<file path="config.mk">
export PLATFORM = sky130hd
export DESIGN_NAME = dsip_serial_port
export DESIGN_NICKNAME = d
export VERILOG_FILES = /design/src/core/dsip_pkg.sv /design/src/core/dsip_serial_port.sv
export SDC_FILE = /design/constraint.sdc
export NUM_CORES = 1
export LEC_CHECK = 0
export ABC_AREA = 1
export BUFFER_PORTS_ARGS = -buffer_cell sky130_fd_sc_hd__clkbuf_2
export CORE_MARGIN = 4
export CORE_UTILIZATION = 40
export DETAILED_ROUTE_END_ITERATION = 8
export SLEW_MARGIN = 20
export SYNTH_ARGS = -nofsm -noshare
export SYNTH_HDL_FRONTEND = slang
export SYNTH_SLANG_ARGS = --single-unit
</file>
<file path="constraint.sdc">
create_clock -name clk -period 2.5 [get_ports clk]
set_input_delay 0.125 -clock clk [delete_from_list [all_inputs] [get_ports clk]]
set_output_delay 0.125 -clock clk [all_outputs]
set_load 0.02 [all_outputs]
</file>
<file path="src/core/dsip_pkg.sv">
`default_nettype none
package dsip_pkg;
   // frame lengths of the two shift register variants
   localparam int unsigned DSIP_LONG_BITS  = 24;
   localparam int unsigned DSIP_SHORT_BITS = 16;
   localparam int unsigned DSIP_CNT_W      = 5;
   // msb position of the short frame word
   localparam int unsigned DSIP_SHORT_MSB  = 15;
   // reset values
   localparam logic [23:0] DSIP_SHIFT_RST  = 24'h000000;
   localparam logic [23:0] DSIP_DAC_RST    = 24'h000000;
   localparam logic [4:0]  DSIP_CNT_RST    = 5'h00;
   // serial clock limits on the host side, in mhz
   localparam int unsigned DSIP_SCLK_MAX_HI_MHZ = 30;
   localparam int unsigned DSIP_SCLK_MAX_LO_MHZ = 20;
   localparam int unsigned DSIP_FIFO_DEPTH = 4;
   localparam int unsigned DSIP_FIFO_WIDTH = 24;
   typedef enum logic [1:0] {DSIP_IDLE, DSIP_SHIFT, DSIP_DONE} dsip_state_type;
endpackage
`default_nettype wire

</file>
<file path="src/core/dsip_serial_port.sv">
// Contract
// [RULE_01] low frame sync enables shift register
// [RULE_02] capture data on serial clock falls
// [RULE_03] register width 24 or 16 bits
// [RULE_04] load dac after final clock
// [RULE_05] early sync rise discards partial frame
// [RULE_06] short frame msb is word bit fifteen
// [RULE_07] host keeps serial clock under limit
// [RULE_08] dac word is straight binary
// [RULE_09] ignore clocks when idle, restart count
`timescale 1ns/10ps
`default_nettype none

module dsip_fifo #(
   parameter int unsigned WIDTH = 24,
   parameter int unsigned DEPTH = 4
) (
   input  wire logic             clk,
   input  wire logic             sys_rst,
   input  wire logic             in_valid,
   output logic                  in_ready,
   input  wire logic [WIDTH-1:0] in_data,
   output logic                  out_valid,
   input  wire logic             out_ready,
   output logic      [WIDTH-1:0] out_data
);
   localparam int unsigned AW = $clog2(DEPTH);
   logic [WIDTH-1:0] mem_r [DEPTH];
   logic [AW-1:0]    wr_ptr_r;
   logic [AW-1:0]    rd_ptr_r;
   logic [AW:0]      count_r;
   logic             do_wr;
   logic             do_rd;

   // handshake terms
   assign in_ready  = (count_r != (AW+1)'(DEPTH)) ? 1'b1 : 1'b0;
   assign out_valid = (count_r != '0);
   assign do_wr     = in_valid & in_ready;
   assign do_rd     = out_valid & out_ready;
   assign out_data  = mem_r[rd_ptr_r];

   // storage write
   always_ff @(posedge clk) begin
      if (do_wr) begin
         mem_r[wr_ptr_r] <= in_data;
      end
   end

   // pointers and fill level
   always_ff @(posedge clk or posedge sys_rst) begin
      if (sys_rst) begin
         wr_ptr_r <= '0;
         rd_ptr_r <= '0;
         count_r  <= '0;
      end else begin
         if (do_wr) begin
            wr_ptr_r <= (wr_ptr_r == AW'(DEPTH-1)) ? '0 : wr_ptr_r + AW'(1);
         end
         if (do_rd) begin
            rd_ptr_r <= (rd_ptr_r == AW'(DEPTH-1)) ? '0 : rd_ptr_r + AW'(1);
         end
         if (do_wr && !do_rd) begin
            count_r <= count_r + (AW+1)'(1);
         end else if (do_rd && !do_wr) begin
            count_r <= count_r - (AW+1)'(1);
         end
      end
   end
endmodule

module dsip_serial_port
   import dsip_pkg::*;
(
   input  wire logic        clk,
   input  wire logic        sys_rst,
   input  wire logic        long_variant,
   input  wire logic        sync_n,
   input  wire logic        sclk,
   input  wire logic        din,
   output logic [23:0]      dac_code,
   output logic             dac_update,
   output logic             frame_abort
);
   logic [2:0]     sync_n_sy_r;
   logic [2:0]     sclk_sy_r;
   logic [2:0]     din_sy_r;
   logic           sclk_fall;
   logic           sync_rise;
   logic           sync_fall;
   logic           frame_act;
   logic [23:0]    shift_r;
   logic [4:0]     cnt_r;
   logic [4:0]     frame_len;
   dsip_state_type state_r;
   logic           push_valid;
   logic [23:0]    push_data;
   logic           pop_valid;
   logic [23:0]    pop_data;
   logic [23:0]    dac_code_r;
   logic           dac_update_r;
   logic           frame_abort_r;

   // two-stage synchronisers plus one edge-history stage
   always_ff @(posedge clk or posedge sys_rst) begin
      if (sys_rst) begin
         sync_n_sy_r <= 3'h7;
         sclk_sy_r   <= 3'h7;
         din_sy_r    <= 3'h0;
      end else begin
         sync_n_sy_r <= {sync_n_sy_r[1:0], sync_n};
         sclk_sy_r   <= {sclk_sy_r[1:0], sclk};
         din_sy_r    <= {din_sy_r[1:0], din};
      end
   end

   // edge detection on synchronised copies only
   assign sclk_fall = sclk_sy_r[2] & ~sclk_sy_r[1];
   assign sync_rise = ~sync_n_sy_r[2] & sync_n_sy_r[1];
   assign sync_fall = sync_n_sy_r[2] & ~sync_n_sy_r[1];
   // [RULE_01] frame active level
   assign frame_act = ~sync_n_sy_r[1];
   // [RULE_03] variant frame length
   assign frame_len = long_variant ? DSIP_CNT_W'(DSIP_LONG_BITS) : DSIP_CNT_W'(DSIP_SHORT_BITS);

   // frame state machine
   always_ff @(posedge clk or posedge sys_rst) begin
      if (sys_rst) begin
         state_r <= DSIP_IDLE;
      end else begin
         case (state_r)
            DSIP_IDLE: begin
               // [RULE_09] restart on sync fall
               if (sync_fall) begin
                  state_r <= DSIP_SHIFT;
               end
            end
            DSIP_SHIFT: begin
               // [RULE_05] early rise aborts
               if (!frame_act) begin
                  state_r <= DSIP_IDLE;
               end else if (sclk_fall && cnt_r == frame_len - DSIP_CNT_W'(1)) begin
                  state_r <= DSIP_DONE;
               end
            end
            DSIP_DONE: begin
               // extra clocks ignored until sync rises
               if (!frame_act) begin
                  state_r <= DSIP_IDLE;
               end
            end
            default: begin
               state_r <= DSIP_IDLE;
            end
         endcase
      end
   end

   // bit counter and shift register
   always_ff @(posedge clk or posedge sys_rst) begin
      if (sys_rst) begin
         cnt_r   <= DSIP_CNT_RST;
         shift_r <= DSIP_SHIFT_RST;
      end else if (state_r == DSIP_IDLE) begin
         // [RULE_09] count cleared while idle
         cnt_r <= DSIP_CNT_RST;
      end else if (state_r == DSIP_SHIFT && frame_act && sclk_fall) begin
         // [RULE_02] capture on falling edge
         shift_r <= {shift_r[22:0], din_sy_r[1]};
         cnt_r   <= cnt_r + DSIP_CNT_W'(1);
      end
   end

   // [RULE_04] word complete pushes to fifo
   assign push_valid = (state_r == DSIP_SHIFT) && frame_act && sclk_fall
                       && (cnt_r == frame_len - DSIP_CNT_W'(1));
   // [RULE_06] short word msb lands on bit fifteen
   assign push_data  = long_variant ? {shift_r[22:0], din_sy_r[1]}
                                    : {8'h00, shift_r[14:0], din_sy_r[1]};

   // fifo drains every cycle and never fills, so its ready is left open
   dsip_fifo #(
      .WIDTH (DSIP_FIFO_WIDTH),
      .DEPTH (DSIP_FIFO_DEPTH)
   ) u_fifo (
      .clk       (clk),
      .sys_rst   (sys_rst),
      .in_valid  (push_valid),
      .in_ready  (),
      .in_data   (push_data),
      .out_valid (pop_valid),
      .out_ready (1'b1),
      .out_data  (pop_data)
   );

   // [RULE_08] dac register holds straight binary code
   always_ff @(posedge clk or posedge sys_rst) begin
      if (sys_rst) begin
         dac_code_r   <= DSIP_DAC_RST;
         dac_update_r <= 1'b0;
      end else begin
         dac_update_r <= pop_valid;
         if (pop_valid) begin
            dac_code_r <= pop_data;
         end
      end
   end

   // [RULE_05] abort pulse on early sync rise
   always_ff @(posedge clk or posedge sys_rst) begin
      if (sys_rst) begin
         frame_abort_r <= 1'b0;
      end else begin
         frame_abort_r <= (state_r == DSIP_SHIFT) && sync_rise;
      end
   end

   assign dac_code    = dac_code_r;
   assign dac_update  = dac_update_r;
   assign frame_abort = frame_abort_r;
endmodule

`default_nettype wire

</file>
# Yosys cells after proc, flatten, opt, wreduce, memory -nomap -nowiden
# Memory sizes are Yosys's and may differ from the RTL's. A register that Yosys moved wholly into a read port is not among the register bits.
# Index checks and enable logic that the tools add are counted.
[totals] regBits=47 ram_bits=96 in_bits=6 output_inout_bits=26 memories=1
[classes] addsub=6 eq_ne=9 muxes=16 bitwise_logic=8 reduce_logical=15
[mem_list] name="u_fifo.mem_r" depth=4 word_bits=24 read_ports=1 rd_ports_with_merged_regs=1 write_ports=1 line="dsip_serial_port.sv:28" text="logic [WIDTH-1:0] mem_r [DEPTH];"
[ops] op="$mux 24" count=1
[ops] op="$mux 2" count=6
[ops] op="$mux 5" count=2
[ops] op="$logic_and 1x1->1" count=7
[ops] op="$eq 2x2->1 const B" count=3
[ops] op="$mux 3" count=2
[ops] op="$ne 3x3->1 const B" count=2
[ops] op="$pmux 2 s3" count=1
[ops] op="$add 5x1->5 const B" count=1
[ops] op="$eq 5x5->1" count=1
[ops] op="$sub 5x1->5 const B" count=1
[ops] op="$add 2x1->2 const B" count=2
[ops] op="$and 1x1->1" count=4
[ops] op="$mux 4" count=1
[ops] op="$ne 2x2->1 const B" count=2
[ops] op="$not 1->1" count=4
[ops] op="$reduce_bool 2->1" count=2
[ops] op="$add 3x1->3 const B" count=1
[ops] op="$mux 1" count=3
[ops] op="$reduce_and 3->1" count=1
[ops] op="$reduce_bool 3->1" count=1
[ops] op="$sub 3x1->3 const B" count=1
[ops] op="$eq 2x1->1 const B" count=1
[ops] op="$logic_not 1->1" count=2
[ops] op="other kinds (2)" count=2

# Longest topological paths before layout
[depth] word_depth=9 depth_mapped=14

# Cells and area by module
# Synthesis repeated with hierarchy kept, for this count alone.
[hier_totals] hier_cells=575 hier_area_um2=6926.6
[modules_own_cells] mod="dsip_fifo" instances=1 cells_each=340 area_per_inst_um2=4359.2
[modules_own_cells] mod="dsip_serial_port" instances=1 cells_each=235 area_per_inst_um2=2567.5

# Least setup slack after synthesis
# Ideal clock, no wire load.
[synth_path] path_type="reg2reg" start="reg cnt_r[0]" end="mem u_fifo.mem_r[3][0], enable pin" arrival_ns=2.037 path_slack_ns=0.058 path_stages_with_launch=8 synth_period_minus_slack_ns=2.442 path_cell_list="dfrtp_1 ha_1 nand2_1 inv_1 nand2_1 nor2_2 nand2_2 nor2_1"
[synth_via] elab_chain_cells=5
[synth_rtl] element="from (decl)" line="dsip_serial_port.sv:92" text="logic [4:0] cnt_r;"
[synth_rtl] element="from (signal assigned)" line="dsip_serial_port.sv:169" text="cnt_r <= cnt_r + DSIP_CNT_W'(1);"
[synth_rtl] element="$eq 5x5->1" line="dsip_serial_port.sv:175" text="&& (cnt_r == frame_len - DSIP_CNT_W'(1));"
[synth_rtl] element="$logic_and 1x1->1" line="dsip_serial_port.sv:175"
[synth_rtl] element="$and 1x1->1" line="dsip_serial_port.sv:38" text="assign do_wr = in_valid & in_ready;"
[synth_rtl] element="$mux 1" line="dsip_serial_port.sv:44" text="if (do_wr) begin"
[synth_rtl] element="$mux 1 (implied by the code)" line="dsip_serial_port.sv:45" text="mem_r[wr_ptr_r] <= in_data;"
[synth_rtl] element="to (decl)" line="dsip_serial_port.sv:28"
# Every way passes these cells.

# Worst setup path after layout
[layout_path] start="reg cnt_r[0]" end="reg u_fifo.count_r[2]"
[layout_via] elab_chain_cells=6 elab_cells_between_ends=8 classes_between="eq/ne (1); mux (1); bitwise (1); reduce/logical (5)"
[layout_rtl] element="$eq 5x5->1 *" line="dsip_serial_port.sv:175"
[layout_rtl] element="$logic_and 1x1->1 *" line="dsip_serial_port.sv:175"
[layout_rtl] element="$and 1x1->1 *" line="dsip_serial_port.sv:38"
[layout_rtl] element="via u_fifo.do_wr" line="dsip_serial_port.sv:32" text="logic do_wr;"
[layout_rtl] element="$logic_not 1->1" line="dsip_serial_port.sv:64" text="end else if (do_rd && !do_wr) begin"
[layout_rtl] element="$logic_and 1x1->1" line="dsip_serial_port.sv:64"
[layout_rtl] element="$reduce_bool 2->1 (no source line)"
[layout_rtl] element="to (signal assigned)" line="dsip_serial_port.sv:63" text="count_r <= count_r + (AW+1)'(1);"
[layout_rtl] element="to (signal assigned)" line="dsip_serial_port.sv:65" text="count_r <= count_r - (AW+1)'(1);"
[layout_rtl] element="to (decl)" line="dsip_serial_port.sv:31" text="logic [AW:0] count_r;"
# The timed path passes the listed nets; every way through them passes the cells marked *.
# A chain may end at the register's enable or synchronous reset.

==> results.md <==
* Status: complete, no violations
* P&R area growth vs syn at 15.7%
* Drt first-iter violations at 283
* Gate family responsible for the most delay along the worst path: adder cells
* Area of the mapped netlist at 0.00662 mm²
* Antenna violations before repair at 0
* Die Ht at 137 µm
* Final Hold Vio Count at 0
* Fraction of registers with async set or reset after synthesis at 42.5%
* Antenna fix cells at 0
* Sequential element share of the synthesized area at 70.5%
* Beginning of the worst register-to-register path: cnt_r[0]
* Count of warnings emitted by yosys at 0
* Min Clock Period, post-route at 2340 ps
* Path category of the worst min-delay check: in -> reg
* Area share of and/or/nand/nor cells after synthesis at 13.8%
* Synth Area in Compound Gates at 8.72%
* Multiplexer area fraction after synthesis at 0.170%
* Initial cell density of the core at 41.2%
* Core occupancy in the finished layout at 47.7%
* Delay of the slowest critical-path stage at 390 ps
* Width of the die at 137 µm
* Synth Net Count at 598
* Hold slack at 219 ps
* Final routed wirelength across all metal layers at 12300 µm
* Post-synthesis adder-cell area fraction at 1.63%
* Worst skew pair latency at 420 ps
* Final GP Congestion at 0.729
* Slew at the pin closest to its max-slew limit at 501 ps
* Main combinational cell family by area after synthesis: simple AND/OR/NAND/NOR gates
* Synthesized netlist cell count at 584
* Startpoint of the worst hold path: long_variant
* Global-route usage over all layers at 14.4%
* Post-synth top area share at 43.6%
* Remaining design rule violation count at 0
* Via density per instance at 4.75
* Endpoints failing setup at 0
* Max cap viols at 0
* Most common cell type on the critical path: sky130_fd_sc_hd__inv_1
* Mapped Avg Cell Area at 11.3 µm²
* Fmax at 428 MHz
* Max Clock Skew at 6.60 ps
* Root Buffer Master: sky130_fd_sc_hd__clkbuf_16
* Worst-case register-to-register setup slack at 160 ps
* Wire per inst at 14.4 µm
* TritonCTS clock tree: done
* First-pass GRT wire length at 20200 µm
* Worst rel slew slack at 66.6%
* Pwr/cell area at 742 mW/mm²
* Count of port buffers added during placement at 31
* Crit-path cells: ha_1 -> nand2_1 -> inv_1 -> nand2_1 -> nor2_4 -> nand2_2 -> inv_1 -> ha_1 -> inv_1 -> fa_1 -> a21oi_1 -> o21ai_0 -> xor2_1
* Share of post-route cells with drive strength above 1 at 16.7%
* Worst-path clk slew at 60 ps
* Die area at 0.0187 mm²
* Register bit count reported by yosys at 167
* Largest net degree at the start of global routing at 51
* Iteration count of the initial detailed-routing pass at 5
* Routed Antenna Nets at 0
* Pre-CTS worst setup slack at 113 ps
* Post-Synth XOR/XNOR Area at 0.397%
* Maximum resistive drop on vdd at 0.531 mV
* Launching element type of the critical path: flop
* Crit path required time at 2790 ps
* Sum of overflow across all layers after global routing at 0
* Leakage dissipation at 3.14 nW
* Primary FF master, synth: sky130_fd_sc_hd__edfxtp_1
* Element type at the critical path end: flop
* Worst Path Class, Setup: reg -> reg
* Top cells by area, synth: sky130_fd_sc_hd__edfxtp_1 (44%), sky130_fd_sc_hd__dfrtp_1 (25%), sky130_fd_sc_hd__nor2_1 (8.7%)
* Worst-path cell with the longest stage delay: sky130_fd_sc_hd__dfrtp_1
* Ratio of final minimum period to clock period at 93.5%
* Most common cell in the synthesized netlist: sky130_fd_sc_hd__nor2_1
* CTS H-tree depth at 4
* Top cell types by occurrence after synthesis: sky130_fd_sc_hd__nor2_1 (154), sky130_fd_sc_hd__edfxtp_1 (96), sky130_fd_sc_hd__dfrtp_1 (65), sky130_fd_sc_hd__nand2_1 (59), sky130_fd_sc_hd__o21ai_0 (58)
* Post-route setup slack at 162 ps
* Routed via count at 4060
* Vias in the first global route at 4027
* Register-to-Register Path Depth at 13
* Largest driver fanout on the critical path at 6
* Worst path bufs/invs at 3
* Post-DP HPWL at 7200 µm
* Clk buf depth at 2
* Number of pins with negative max-slew slack in the final report at 0
* Count of cell types in the netlist at 30
* Arrival time worst endpoint at 2630 ps
* Number of clock buffers inserted by TritonCTS at 17
* Ports at 32
* R2r endpoint: u_fifo.count_r[2]
* Core ar. at 0.0161 mm²
* Number of synthesized flops with an enable pin at 96
* Post-synth top area cell: sky130_fd_sc_hd__edfxtp_1
* Fin nets at 641
* Floorplan row count at 46
* Clock Sinks at 167
* End of the worst hold path: u_fifo.mem_r[3][17]
* Number of cells on the worst hold path at 3
==> layout make-up <==
cell class | instances | area [µm²]
well taps | 216 | 270
multi-input cells | 349 | 1650
fillers | 1434 | 8400
clock buffers | 18 | 439
flip-flops and latches | 167 | 4670
repair buffers | 50 | 320
clock inverters | 13 | 153
inverters | 42 | 158
==> layer usage <==
layer / share of wire [%] / global-route usage, %
met1: 44 / 17.6
met3: 3.7 / 4.08
met5: 0 / 0
met4: 1.5 / 4.65
met2: 51 / 24.6
==> worst max path at each step <==
stage	from	to	slack [ps]	cells past startpoint
after floorplan	cnt_r[0]	u_fifo.mem_r[3][0]	60	7
after global placement	cnt_r[0]	u_fifo.count_r[2]	220	13
after CTS	cnt_r[0]	u_fifo.count_r[2]	80	13
final	cnt_r[0]	u_fifo.count_r[2]	160	13
after global routing	cnt_r[0]	u_fifo.count_r[2]	-20	13
after detailed placement	cnt_r[0]	u_fifo.count_r[2]	110	13
==> stage by stage <==
stage | TNS [ps] | instance area [µm²] | instances | power, mW
2_1_floorplan | 0 | 6620 | 584 | 3.08
3_3_place_gp | 0 | 7020 | 820 | 3.11
3_5_place_dp | 0 | 7020 | 820 | 3.12
4_1_cts | 0 | 7650 | 855 | 5.73
5_1_grt | -24.2 | 7650 | 855 | 5.87
6_report | 0 | 7650 | 855 | 5.68
==> flip-flops by register name, indices dropped and copies added (netlist names) <==
name	flops
cnt_r	5
dac_code	24
dac_update	1
din_sy_r	2
frame_abort	1
sclk_sy_r	3
shift_r	23
state_r	2
sync_n_sy_r	3
u_fifo.count_r	3
u_fifo.mem_r	96
u_fifo.rd_ptr_r	2
u_fifo.wr_ptr_r	2
==> tightest hold or removal path, stage by stage <==
cell                       delay, ps
sky130_fd_sc_hd__clkbuf_2        220
sky130_fd_sc_hd__nand2_1          80
sky130_fd_sc_hd__inv_1            80
==> repair_timing <==
item                                   4_1_cts  5_1_grt
resized for setup                            0        1
setup endpoints to repair                    0        1
endpoints found under the hold margin       19        0
buffers inserted                             0        0
hold buffers                                 4        0
==> where the power goes <==
| group | total [mW] | internal (mW) | switching [mW] |
|---|---|---|---|
| Sequential | 2.97 | 2.94 | 0.0285 |
| Clock | 2.62 | 1.58 | 1.04 |
| Combinational | 0.0903 | 0.0254 | 0.0648 |
| Total | 5.68 | 4.55 | 1.13 |
==> placed cells by master (no fill, tap or decap) <==
master,synthesis,final
sky130_fd_sc_hd__inv_6,0,2
sky130_fd_sc_hd__clkinv_1,1,3
sky130_fd_sc_hd__edfxtp_1,96,96
sky130_fd_sc_hd__dfstp_2,6,6
sky130_fd_sc_hd__nand4_1,2,2
sky130_fd_sc_hd__a21oi_1,29,29
sky130_fd_sc_hd__inv_2,2,3
sky130_fd_sc_hd__nand2_4,1,1
sky130_fd_sc_hd__clkinv_2,0,3
sky130_fd_sc_hd__inv_1,39,38
sky130_fd_sc_hd__nor2_2,3,6
sky130_fd_sc_hd__nor3_1,1,1
sky130_fd_sc_hd__ha_1,7,7
sky130_fd_sc_hd__nor2_1,154,150
sky130_fd_sc_hd__fa_1,1,1
sky130_fd_sc_hd__clkinvlp_4,0,3
sky130_fd_sc_hd__dlygate4sd3_1,0,4
sky130_fd_sc_hd__bufinv_16,0,3
sky130_fd_sc_hd__nand2_2,1,1
sky130_fd_sc_hd__nand3_1,7,7
sky130_fd_sc_hd__xor2_1,2,2
sky130_fd_sc_hd__o21ai_0,58,58
sky130_fd_sc_hd__clkbuf_16,0,17
sky130_fd_sc_hd__xnor2_1,1,1
sky130_fd_sc_hd__buf_12,0,1
sky130_fd_sc_hd__nor2_4,2,3
sky130_fd_sc_hd__o21ai_2,11,11
sky130_fd_sc_hd__mux2_2,1,1
sky130_fd_sc_hd__clkbuf_2,1,31
sky130_fd_sc_hd__dfrtp_1,65,65
sky130_fd_sc_hd__buf_4,5,14
sky130_fd_sc_hd__o21ai_1,9,9
sky130_fd_sc_hd__nand2_1,59,59
sky130_fd_sc_hd__clkbuf_8,0,1
==> logic make-up after synthesis <==
kind of cell,after synthesis
fa+ha+maj,8
flops,167
xor+xnor,3
buf+inv,68
mux,1
compound gates,107
simple gates,230
No activity file was read; power rests on OpenSTA's default activity.
